File: src/logic/smc_consts.vh
// constants for the stop-mode controller: register offsets, field positions, states
// assumes a 32-bit axi4-lite slave with word-aligned byte addresses
`ifndef SMC_CONSTS_VH
`define SMC_CONSTS_VH
// register byte offsets
`define SMC_OFF_CTRL 4'h0
`define SMC_OFF_STAT 4'h4
`define SMC_OFF_WAKE 4'h8
// control register fields
`define SMC_CTL_STOPEN 0
`define SMC_CTL_DEEPSEL 1
`define SMC_CTL_VMEN 2
`define SMC_CTL_VMSTOP 3
`define SMC_CTL_OSCKEEP 4
`define SMC_CTL_ADCASYNC 5
`define SMC_CTL_LVRST 6
`define SMC_CTL_RATE_LO 8
`define SMC_CTL_RATE_HI 10
`define SMC_CTL_RESET 32'h0000_0000
// status register fields
`define SMC_ST_DEEPFLAG 0
`define SMC_ST_MODE_LO 1
`define SMC_ST_MODE_HI 2
`define SMC_ST_DBGHALT 3
// wake register fields (write one to act)
`define SMC_WK_RELACK 0
// stop states
`define SMC_ST_RUN 2'h0
`define SMC_ST_LIGHT 2'h1
`define SMC_ST_DEEP 2'h2
// debug status codes
`define SMC_DBG_OK 2'h0
`define SMC_DBG_STOPPED 2'h1
`define SMC_DBG_REFUSED 2'h2
// axi responses
`define SMC_RESP_OKAY 2'h0
`define SMC_RESP_SLVERR 2'h2
`endif

File: src/logic/smc_stop_mode_controller.v
// stop-mode resolution and domain gating, with an axi4-lite register slave
// assumes cpu stop strobe, wake events and debug commands arrive on clk_sys
// Summary of operation
// - debug entry enabled keeps debug clock in stop
// - debug entry enabled keeps regulator fully regulating
// - deep stop with debug enabled becomes light
// - stopped debug refuses commands, status reports stop
// - debug halt wakes into halt if enabled
// - debug stop: clockgen, regulator on, rest standby
// - low voltage raises interrupt or reset
// - monitor and stop enable keep regulator active
// - deep stop with monitor armed becomes light
// - monitor stop: clockgen off, regulator on
// - peripheral clocks gated in every stop mode
// - deep powers off blocks, light standby them
// - converter on in light only with async clock, monitor
// - clockgen runs in light only with keepalive or debug entry
// - wake timer runs only with nonzero rate
// - stop disabled: no stop, illegal-opcode reset
// - deep wake flag, pin latch until ack
// - zero rate disables timer and its source
//
// Our own choices: the register offsets and register access over AXI4-Lite.
`timescale 1ns/1ps
`include "smc_consts.vh"
module smc_stop_mode_controller (
  input wire clk_sys, // system clock
  input wire reset_n, // async reset, active low
  input wire clk_en, // freezes all state when low
  input wire stop_exec, // cpu executes stop, one-cycle pulse
  input wire wake_evt, // interrupt, timer or pin wake pulse
  input wire dbg_entry_enable, // debug entry enable level
  input wire dbg_cmd_valid, // debug command pulse
  input wire dbg_cmd_halt, // command is debug halt
  input wire dbg_cmd_status, // command is memory access with status
  input wire low_voltage_raw, // supply below threshold, async pin
  output reg dbg_cmd_accept_ff, // command allowed to execute
  output reg [1:0] dbg_status_ff, // status code returned
  output reg dbg_halt_mode_ff, // device entered debug halt
  output reg illegal_reset_ff, // illegal-opcode reset pulse
  output reg lv_irq_ff, // low-voltage interrupt level
  output reg lv_reset_ff, // low-voltage reset level
  output reg dbg_clk_en_ff, // debug logic clock enable
  output reg periph_clk_en_ff, // peripheral clocks enable
  output reg reg_full_ff, // regulator full regulation
  output reg clkgen_on_ff, // clock generator running
  output reg core_power_ff, // cpu, flash, ports, serial powered
  output reg core_standby_ff, // cpu etc. in standby
  output reg adc_on_ff, // converter operational
  output reg wake_timer_on_ff, // periodic wake timer and source on
  output reg pin_hold_ff, // pin states held
  output reg [1:0] stop_mode_ff, // resolved mode
  input wire [3:0] s_axi_awaddr, // write address
  input wire s_axi_awvalid, // write address valid
  output reg s_axi_awready_ff, // write address ready
  input wire [31:0] s_axi_wdata, // write data
  input wire [3:0] s_axi_wstrb, // write strobes
  input wire s_axi_wvalid, // write data valid
  output reg s_axi_wready_ff, // write data ready
  output reg [1:0] s_axi_bresp_ff, // write response
  output reg s_axi_bvalid_ff, // write response valid
  input wire s_axi_bready, // write response ready
  input wire [3:0] s_axi_araddr, // read address
  input wire s_axi_arvalid, // read address valid
  output reg s_axi_arready_ff, // read address ready
  output reg [31:0] s_axi_rdata_ff, // read data
  output reg [1:0] s_axi_rresp_ff, // read response
  output reg s_axi_rvalid_ff, // read response valid
  input wire s_axi_rready // read response ready
);

  parameter RATE_W = 3; // wake-timer rate field width

  reg [31:0] ctrl_ff; // control register
  reg deep_flag_ff; // deep-stop wake flag
  reg lv_s1_ff, lv_s2_ff, lv_s3_ff; // low-voltage synchroniser
  reg lv_ff; // filtered low-voltage level
  reg [3:0] awaddr_ff; // captured write address
  reg [31:0] wdata_ff; // captured write data
  reg [3:0] wstrb_ff; // captured strobes
  reg aw_got_ff, w_got_ff; // halves of a write received

  // control fields
  wire stop_en = ctrl_ff[`SMC_CTL_STOPEN];
  wire deep_sel = ctrl_ff[`SMC_CTL_DEEPSEL];
  wire vm_en = ctrl_ff[`SMC_CTL_VMEN];
  wire vm_stop = ctrl_ff[`SMC_CTL_VMSTOP];
  wire osc_keep = ctrl_ff[`SMC_CTL_OSCKEEP];
  wire adc_async = ctrl_ff[`SMC_CTL_ADCASYNC];
  wire lv_rst_sel = ctrl_ff[`SMC_CTL_LVRST];
  wire [RATE_W-1:0] rate = ctrl_ff[`SMC_CTL_RATE_HI:`SMC_CTL_RATE_LO];

  wire vm_armed = vm_en & vm_stop; // monitor armed for stop
  wire stopped = (stop_mode_ff != `SMC_ST_RUN);
  wire halt_wake = stopped & dbg_cmd_valid & dbg_cmd_halt & dbg_entry_enable;

  // entry decision: deep only when neither debug nor monitor forces light
  wire go_deep = deep_sel & ~dbg_entry_enable & ~vm_armed;
  wire [1:0] entry_mode = go_deep ? `SMC_ST_DEEP : `SMC_ST_LIGHT;

  // register write path: both halves gathered, then committed
  wire do_write = aw_got_ff & w_got_ff & ~s_axi_bvalid_ff;
  wire wr_ctrl = do_write & ({awaddr_ff[3:2], 2'h0} == `SMC_OFF_CTRL);
  wire wr_wake = do_write & ({awaddr_ff[3:2], 2'h0} == `SMC_OFF_WAKE);
  wire rel_ack = wr_wake & wstrb_ff[0] & wdata_ff[`SMC_WK_RELACK];

  wire [31:0] stat_word = {28'h0000000, dbg_halt_mode_ff, stop_mode_ff, deep_flag_ff};

  // low-voltage pin synchroniser; first stage feeds only the second
  always @(posedge clk_sys or negedge reset_n) begin
    if (!reset_n) begin
      lv_s1_ff <= 1'b0;
      lv_s2_ff <= 1'b0;
      lv_s3_ff <= 1'b0;
      lv_ff <= 1'b0;
    end else if (clk_en) begin
      lv_s1_ff <= low_voltage_raw;
      lv_s2_ff <= lv_s1_ff;
      lv_s3_ff <= lv_s2_ff;
      if (lv_s2_ff == lv_s3_ff) begin // change counts once stages agree
        lv_ff <= lv_s3_ff;
      end
    end
  end

  // low-voltage response, gated by the monitor enable
  always @(posedge clk_sys or negedge reset_n) begin
    if (!reset_n) begin
      lv_irq_ff <= 1'b0;
      lv_reset_ff <= 1'b0;
    end else if (clk_en) begin
      lv_irq_ff <= lv_ff & vm_en & ~lv_rst_sel;
      lv_reset_ff <= lv_ff & vm_en & lv_rst_sel;
    end
  end

  // stop state machine: mode fixed at entry, cleared on wake
  always @(posedge clk_sys or negedge reset_n) begin
    if (!reset_n) begin
      stop_mode_ff <= `SMC_ST_RUN;
      illegal_reset_ff <= 1'b0;
      dbg_halt_mode_ff <= 1'b0;
    end else if (clk_en) begin
      illegal_reset_ff <= 1'b0;
      case (stop_mode_ff)
        `SMC_ST_RUN: begin
          if (stop_exec && !stop_en) begin
            illegal_reset_ff <= 1'b1;
          end else if (stop_exec) begin
            stop_mode_ff <= entry_mode;
            dbg_halt_mode_ff <= 1'b0;
          end
        end
        `SMC_ST_LIGHT, `SMC_ST_DEEP: begin
          if (halt_wake) begin
            stop_mode_ff <= `SMC_ST_RUN;
            dbg_halt_mode_ff <= 1'b1;
          end else if (wake_evt) begin
            stop_mode_ff <= `SMC_ST_RUN;
          end
        end
        default: begin
          stop_mode_ff <= `SMC_ST_RUN; // unused code recovers to run
        end
      endcase
    end
  end

  // deep-stop wake flag; a new deep wake beats a simultaneous ack
  always @(posedge clk_sys or negedge reset_n) begin
    if (!reset_n) begin
      deep_flag_ff <= 1'b0;
    end else if (clk_en) begin
      if (stop_mode_ff == `SMC_ST_DEEP && (wake_evt || halt_wake)) begin
        deep_flag_ff <= 1'b1;
      end else if (rel_ack) begin
        deep_flag_ff <= 1'b0;
      end
    end
  end

  // domain gating from the resolved mode
  always @(posedge clk_sys or negedge reset_n) begin
    if (!reset_n) begin
      dbg_clk_en_ff <= 1'b1;
      periph_clk_en_ff <= 1'b1;
      reg_full_ff <= 1'b1;
      clkgen_on_ff <= 1'b1;
      core_power_ff <= 1'b1;
      core_standby_ff <= 1'b0;
      adc_on_ff <= 1'b1;
      wake_timer_on_ff <= 1'b0;
      pin_hold_ff <= 1'b0;
    end else if (clk_en) begin
      case (stop_mode_ff)
        `SMC_ST_RUN: begin
          dbg_clk_en_ff <= 1'b1;
          periph_clk_en_ff <= 1'b1;
          reg_full_ff <= 1'b1;
          clkgen_on_ff <= 1'b1;
          core_power_ff <= 1'b1;
          core_standby_ff <= 1'b0;
          adc_on_ff <= 1'b1;
          wake_timer_on_ff <= (rate != {RATE_W{1'b0}});
          pin_hold_ff <= deep_flag_ff;
        end
        `SMC_ST_LIGHT: begin
          dbg_clk_en_ff <= dbg_entry_enable;
          periph_clk_en_ff <= 1'b0;
          reg_full_ff <= dbg_entry_enable | vm_armed;
          clkgen_on_ff <= dbg_entry_enable | (osc_keep & ~vm_armed);
          core_power_ff <= 1'b1;
          core_standby_ff <= 1'b1;
          adc_on_ff <= adc_async & vm_en;
          wake_timer_on_ff <= (rate != {RATE_W{1'b0}});
          pin_hold_ff <= 1'b1;
        end
        `SMC_ST_DEEP: begin
          dbg_clk_en_ff <= 1'b0;
          periph_clk_en_ff <= 1'b0;
          reg_full_ff <= 1'b0;
          clkgen_on_ff <= 1'b0;
          core_power_ff <= 1'b0;
          core_standby_ff <= 1'b0;
          adc_on_ff <= 1'b0;
          wake_timer_on_ff <= (rate != {RATE_W{1'b0}});
          pin_hold_ff <= 1'b1;
        end
        default: begin
          periph_clk_en_ff <= 1'b1;
        end
      endcase
    end
  end

  // debug command filter while stopped
  always @(posedge clk_sys or negedge reset_n) begin
    if (!reset_n) begin
      dbg_cmd_accept_ff <= 1'b0;
      dbg_status_ff <= `SMC_DBG_OK;
    end else if (clk_en) begin
      dbg_cmd_accept_ff <= 1'b0;
      if (dbg_cmd_valid) begin
        if (!stopped) begin
          dbg_cmd_accept_ff <= 1'b1;
          dbg_status_ff <= `SMC_DBG_OK;
        end else if (halt_wake) begin
          dbg_cmd_accept_ff <= 1'b1;
          dbg_status_ff <= `SMC_DBG_OK;
        end else if (dbg_cmd_status) begin
          dbg_status_ff <= `SMC_DBG_STOPPED;
        end else begin
          dbg_status_ff <= `SMC_DBG_REFUSED;
        end
      end
    end
  end

  // axi write channel: address and data taken in either order
  always @(posedge clk_sys or negedge reset_n) begin
    if (!reset_n) begin
      s_axi_awready_ff <= 1'b1;
      s_axi_wready_ff <= 1'b1;
      aw_got_ff <= 1'b0;
      w_got_ff <= 1'b0;
      awaddr_ff <= 4'h0;
      wdata_ff <= 32'h0000_0000;
      wstrb_ff <= 4'h0;
      s_axi_bvalid_ff <= 1'b0;
      s_axi_bresp_ff <= `SMC_RESP_OKAY;
    end else if (clk_en) begin
      if (s_axi_awvalid && s_axi_awready_ff) begin
        awaddr_ff <= s_axi_awaddr;
        aw_got_ff <= 1'b1;
        s_axi_awready_ff <= 1'b0;
      end
      if (s_axi_wvalid && s_axi_wready_ff) begin
        wdata_ff <= s_axi_wdata;
        wstrb_ff <= s_axi_wstrb;
        w_got_ff <= 1'b1;
        s_axi_wready_ff <= 1'b0;
      end
      if (do_write) begin
        s_axi_bvalid_ff <= 1'b1;
        // status is read-only; unmapped offsets answer slverr
        s_axi_bresp_ff <= (wr_ctrl || wr_wake) ? `SMC_RESP_OKAY : `SMC_RESP_SLVERR;
      end
      if (s_axi_bvalid_ff && s_axi_bready) begin
        s_axi_bvalid_ff <= 1'b0;
        aw_got_ff <= 1'b0;
        w_got_ff <= 1'b0;
        s_axi_awready_ff <= 1'b1;
        s_axi_wready_ff <= 1'b1;
      end
    end
  end

  // control register, byte-lane writes
  always @(posedge clk_sys or negedge reset_n) begin
    if (!reset_n) begin
      ctrl_ff <= `SMC_CTL_RESET;
    end else if (clk_en && wr_ctrl) begin
      if (wstrb_ff[0]) begin
        ctrl_ff[6:0] <= wdata_ff[6:0];
      end
      if (wstrb_ff[1]) begin
        ctrl_ff[10:8] <= wdata_ff[10:8];
      end
    end
  end

  // axi read channel; one read at a time, unmapped answers slverr
  always @(posedge clk_sys or negedge reset_n) begin
    if (!reset_n) begin
      s_axi_arready_ff <= 1'b1;
      s_axi_rvalid_ff <= 1'b0;
      s_axi_rdata_ff <= 32'h0000_0000;
      s_axi_rresp_ff <= `SMC_RESP_OKAY;
    end else if (clk_en) begin
      if (s_axi_arvalid && s_axi_arready_ff) begin
        s_axi_arready_ff <= 1'b0;
        s_axi_rvalid_ff <= 1'b1;
        s_axi_rresp_ff <= `SMC_RESP_OKAY;
        // word index only; byte-offset bits of the address are ignored
        case ({s_axi_araddr[3:2], 2'h0})
          `SMC_OFF_CTRL: s_axi_rdata_ff <= ctrl_ff & 32'h0000_077F;
          `SMC_OFF_STAT: s_axi_rdata_ff <= stat_word;
          `SMC_OFF_WAKE: s_axi_rdata_ff <= 32'h0000_0000;
          default: begin
            s_axi_rdata_ff <= 32'h0000_0000;
            s_axi_rresp_ff <= `SMC_RESP_SLVERR;
          end
        endcase
      end else if (s_axi_rvalid_ff && s_axi_rready) begin
        s_axi_rvalid_ff <= 1'b0;
        s_axi_arready_ff <= 1'b1;
      end
    end
  end

endmodule

File: config.mk
export PLATFORM = sky130hd
export DESIGN_NAME = smc_stop_mode_controller
export DESIGN_NICKNAME = d
export VERILOG_FILES = /design/src/logic/smc_stop_mode_controller.v
export VERILOG_INCLUDE_DIRS = /design/src /design/src/logic
export SDC_FILE = /design/constraint.sdc
export NUM_CORES = 1
export LEC_CHECK = 0
export ABC_CLOCK_PERIOD_IN_PS = 3900
export BUFFER_PORTS_ARGS = -buffer_cell sky130_fd_sc_hd__buf_2
export CORE_MARGIN = 4
export CORE_UTILIZATION = 50
export DETAILED_ROUTE_END_ITERATION = 8
export GPL_ROUTABILITY_DRIVEN = 0
export GPL_TIMING_DRIVEN = 0
export PLACE_DENSITY = 0.89
export RECOVER_POWER = 50
export SLEW_MARGIN = 15
export SYNTH_ARGS = -nofsm -noshare
export SYNTH_HDL_FRONTEND = slang
export SYNTH_SLANG_ARGS = --single-unit
File: constraint.sdc
create_clock -name clk_sys -period 3.9 [get_ports clk_sys]
set_input_delay 0.195 -clock clk_sys [delete_from_list [all_inputs] [get_ports clk_sys]]
set_output_delay 0.195 -clock clk_sys [all_outputs]
set_load 0.03 [all_outputs]
# After elaboration in Yosys (flattened, before gate mapping)
# Index checks and enable logic that the tools add are counted.
# word_totals
reg_bits	93
in_bits	59
out_inout_bits	59
elab_cells	164
# classes
muxes	45
eq_ne	10
bitwise	23
n_reduce_logical	50
# op_table
op	count
$reduce_and A2 Y1	18
$mux W1	25
$pmux W11 S2	1
$mux W2	10
$reduce_bool A2 Y1	9
$and A1 B1 Y1	17
$pmux W1 S3	4
$logic_and A1 B1 Y1	8
$pmux W1 S2	4
$eq A2 B2 Y1 const B	3
$logic_not A2 Y1	3
$reduce_bool A3 Y1	2
$reduce_or A2 Y1	3
$reduce_or A3 Y1	2
$reduce_and A5 Y1	1
$eq A2 B1 Y1 const B	2
$ne A2 B2 Y1 const B	2
$not A1 Y1	4
$pmux W2 S2	1
$reduce_and A4 Y1	1
$ne A3 B1 Y1 const B	1
$logic_or A1 B1 Y1	2
$ne A2 B1 Y1 const B	1
$or A1 B1 Y1	2
2 further kinds	2

# Logic depth before layout (Yosys ltp)
# depth
ltp_word	8
ltp_mapped	6

# Worst setup path before layout
# OpenSTA, ideal clock, no wires.
# synth_timing
path_type	register to register
startpoint	reg stop_mode_ff[1]
endpoint	reg stop_mode_ff[0]
stages_incl_launch_ff	6
path_buffers	0
arrival_ns	1.679
setup_ns	0.125
slack_ns	2.096
cell_sequence	dfrtp_1 -> inv_1 -> ha_1 -> and4b_1 -> o221ai_1 -> mux2_2
# synth_between
elab_chain_len	6
word_cells_on_any_way	14
cone_classes	eq/ne (5); mux (2); bitwise (3); reduce/logical (4)
# synth_lines
element	line	source
start, declared	smc_stop_mode_controller.v:52	output reg [1:0] stop_mode_ff,
start signal, assigned	smc_stop_mode_controller.v:140	stop_mode_ff <= `SMC_ST_RUN;
start signal, assigned	smc_stop_mode_controller.v:150	stop_mode_ff <= entry_mode;
start signal, assigned	smc_stop_mode_controller.v:156	stop_mode_ff <= `SMC_ST_RUN;
$reduce_bool A2 Y1 (no line)	--	
$and A1 B1 Y1 (3 in a row)	smc_stop_mode_controller.v:95	wire halt_wake = stopped & dbg_cmd_valid & dbg_cmd_halt & dbg_entry_enable;
$ne A3 B1 Y1 (no line) / $mux W2 (equally long branches)	--	
$reduce_and A4 Y1 (no line) / $pmux W2 S2 (equally long branches)	--	
# Several ways; a longest one is shown, not always the timed one.
# A chain may end at the register's enable or synchronous reset.

# Worst setup path in the final report
# layout_timing
startpoint	reg s_axi_bvalid_ff
endpoint	reg ctrl_ff[5] (netlist: adc_async)
# layout_between
elab_chain_len	5
# layout_lines
element	line	source
start, declared	smc_stop_mode_controller.v:61	output reg s_axi_bvalid_ff,
start signal, assigned	smc_stop_mode_controller.v:269	s_axi_bvalid_ff <= 1'b0;
start signal, assigned	smc_stop_mode_controller.v:284	s_axi_bvalid_ff <= 1'b1;
start signal, assigned	smc_stop_mode_controller.v:289	s_axi_bvalid_ff <= 1'b0;
$not A1 Y1	smc_stop_mode_controller.v:102	wire do_write = aw_got_ff & w_got_ff & ~s_axi_bvalid_ff;
$and A1 B1 Y1	smc_stop_mode_controller.v:102	
$and A1 B1 Y1	smc_stop_mode_controller.v:103	wire wr_ctrl = do_write & ({awaddr_ff[3:2], 2'h0} == `SMC_OFF_CTRL);
$logic_and A1 B1 Y1	smc_stop_mode_controller.v:302	end else if (clk_en && wr_ctrl) begin
$reduce_and A2 Y1 (no line)	--	
end signal, assigned	smc_stop_mode_controller.v:301	ctrl_ff <= `SMC_CTL_RESET;
end signal, assigned	smc_stop_mode_controller.v:304	ctrl_ff[6:0] <= wdata_ff[6:0];
end, declared	smc_stop_mode_controller.v:74	reg [31:0] ctrl_ff;
# No other way between the ends.

==> metrics.md <==
| Metric | Value |
|---|---|
| Outcome | finished, violations left |
| Violations in the final reports | max-capacitance violations, max-slew violations |
| Synth unique cells | 37 |
| Ys flop type | dfrtp_1 |
| Crit start category | register |
| P&R area growth vs syn | 20.9% |
| Hold Path Class | input pin to register |
| Tmin final | 1.89 ns |
| DR vias | 2172 |
| Port bufs | 64 |
| Mean Syn Cell Area | 11.4 sq um |
| Crit end category | register |
| Worst path slowest cell | nor4b_4 |
| Top cells by area, synth | dfrtp_1 (48%), mux2_2 (11%), dfstp_2 (7.9%) |
| Seq/Total Area, Yosys | 55.8% |
| GRT Residual Overflow | 0 |
| Iteration-0 DRC count of the detailed router | 93 |
| Fmax | 528 MHz |
| Reg clk slew, reported paths | 0.06 ns |
| Initial Util | 52.8% |
| Largest stage delay on the critical path | 0.58 ns |
| Synth top area share | 47.9% |
| Core Rows | 27 |
| Fin crit share | 48.6% |
| # diodes | 0 |
| DR vias/cell | 4.97 |
| Data arrival, critical path | 2.11 ns |
| Setup Buffers After CTS | 0 |
| Final Hold Viols | 0 |
| Mapped Area | 2980 sq um |
| Synthesis-stage register bit count | 66 |
| Die W | 85.2 microns |
| CTS Buffer Depth | 2 |
| Max FO, Critical Path | 7 |
| First-pass GRT wire length | 10600 microns |
| Nets@finish | 423 |
| CTS root buf | clkbuf_8 |
| CP Class | register to register |
| Wirelength per Cell | 14.7 microns |
| Num CTS Buffers | 9 |
| Peak supply drop | 0.000415 V |
| Relative slew slack | -4.37% |
| CTS H-tree lvls | 3 |
| DIE HEIGHT | 85.2 microns |
| Final HPWL DP | 4850 microns |
| Fraction of registers with async set/reset | 100% |
| Vias in the first global route | 2223 |
| TritonRoute pass-1 iters | 4 |
| Skew-Pair Late Insertion Delay | 0.34 ns |
| Synth warn | 0 |
| Setup violators final | 0 |
| Largest net degree at the start of global routing | 67 |
| Die area | 7260 sq um |
| Post-detailed-routing wire length | 6420 microns |
| Required time worst endpoint | 4.12 ns |
| I/O pin total | 118 |
| Core area | 5640 sq um |
| Fin util | 63.9% |
| # clock sinks | 66 |
| Antenna Violating Nets Remaining | 0 |
| Max-Cap Viols | 1 |
| Synth Instances | 261 |
| Clock skew | 0.0116 ns |
| GRT Total Usage | 18.9% |
| Largest area contributor in the netlist | dfrtp_1 |
| Worst Max-Slew Pin Slew | 1.57 ns |
| Layout cells sized above 1 | 32.6% |
| EDFF count, synth | 0 |
| Cell Pwr Density | 626 nW/um^2 |
| Leakage Power | 1.76 nW |
| Initial antenna violation count | 0 |
| CTS tree | yes |
| Pins over their slew limit | 67 |
| Worst path cell trace | nand4b_1 -> nor4b_4 -> mux2_2 |
| Unrepaired setup endpoints after global routing | no |
| Fill cells | 481 |
| Setup_tns | 0 ns |
| DRC violations left | 0 |
[cell families (layout without fill, tap and decap cells)]
family | count (synthesis) | count (layout) | share of synthesized area [%]
AOI/OAI and AO/OA | 44 | 44 | 9.36
adders and majority gates | 4 | 4 | 1.68
buffers and inverters | 44 | 125 | 8.69
DFF | 66 | 66 | 55.8
muxes | 34 | 34 | 12.6
other | 1 | 24 | 0.126
and+or+nand+nor | 68 | 68 | 11.7
[metal layers]
layer / share of wire, % / GRT usage, % / wire length, microns
met4: 1.2 / 7.63 / 80
met5: 0 / 0 / 0
met1: 43 / 24.3 / 2740
met3: 7.7 / 6.31 / 496
met2: 48 / 29.4 / 3100
[Yosys cell counts (2+ instances only)]
cell type,n
dfstp_2,9
mux2i_1,5
ha_1,4
o31ai_1,8
a21boi_0,3
nor2b_1,2
buf_2,3
dfrtp_1,57
a31oi_1,6
nand2_1,41
nand4_1,2
nor2_1,6
nand2b_1,4
a21oi_1,3
nand3_1,6
buf_4,24
mux2_2,29
clkbuf_1,5
o21ai_0,16
inv_1,11
[cell type report]
type | count | area [sq um] | area share, %
clock inverter | 3 | 15.0 | 0.417
clock buffer | 13 | 149 | 4.13
tap | 72 | 90.1 | 2.50
buffer | 33 | 215 | 5.97
sequential | 66 | 1660 | 46.1
multi-input combinational | 174 | 1130 | 31.3
timing repair buffer | 65 | 302 | 8.37
inverter | 11 | 41.3 | 1.15
[metrics by stage]
step           cell area, sq um  hold slack (ns)  power [mW]  setup WS, ns  cells
3_5_place_dp               3480            0.346        1.80          2.06    420
5_1_grt                    3600           0.0344        2.40          1.86    437
6_report                   3600           0.0318        2.26          2.01    437
4_1_cts                    3650           0.0153        2.29          2.06    437
2_1_floorplan              3070           -0.101        1.58          2.10    284
3_3_place_gp               3480            0.367        1.75          2.11    420
[where the power goes]
part           internal, mW  total, mW  switching (mW)
Sequential            0.916       1.08           0.169
Clock                 0.246      0.493           0.248
Combinational         0.277      0.679           0.402
Total                  1.44       2.26           0.819
[worst max-delay path: cells and delay by family (launching register included)]
kind | cells | cell delay, ns
simple gates | 2 | 0.95
mux | 1 | 0.40
flops | 1 | 0.43
[timing repair]
action | 4_1_cts | 5_1_grt
resized for setup | 0 | 0
endpoints found under the hold margin | 57 | 0
hold buffers | 1 | 0
[layout by cell type (no fill, tap or decap), types with 2 or more instances in the layout]
cell and count:
ha_1 4, buf_4 24, o21ai_0 16, a31oi_1 6
mux2i_1 5, buf_2 41, o31ai_1 8, nand4_1 2
nand2_1 41, a21boi_0 3, conb_1 24, nor2b_1 2
dfstp_2 9, nand3_1 6, clkbuf_8 10, nor2_1 6
inv_1 11, dfrtp_1 57, clkinv_2 3, nand2b_1 4
a21oi_1 3, nand4b_1 2, mux2_2 29, clkbuf_1 34
[flip-flops by register name, summed over array words and instances, names as in the netlist, 2 cells and up]
| signal | count |
|---|---|
| s_axi_rdata_ff | 10 |
| wdata_ff | 10 |
| ctrl_ff | 6 |
| rate | 3 |
| awaddr_ff | 2 |
| dbg_status_ff | 2 |
| stop_mode_ff | 2 |
| wstrb_ff | 2 |
[worst paths after layout]
path / startpoint / cells past startpoint / endpoint / slack (ns)
hold reg to reg: s_axi_rdata_ff[6] / 2 / s_axi_rdata_ff[6] / 0.48
max in group asynchronous: reset_n / 2 / stop_mode_ff[0] / 2.17
hold / removal: s_axi_arvalid / 2 / s_axi_arready_ff / 0.03
setup / recovery: s_axi_bvalid_ff / 3 / adc_async / 2.01
min in group asynchronous: reset_n / 2 / pin_hold_ff / 0.78
setup reg to reg: s_axi_bvalid_ff / 3 / adc_async / 2.01
Note: power is estimated with default switching activity, not from simulation.
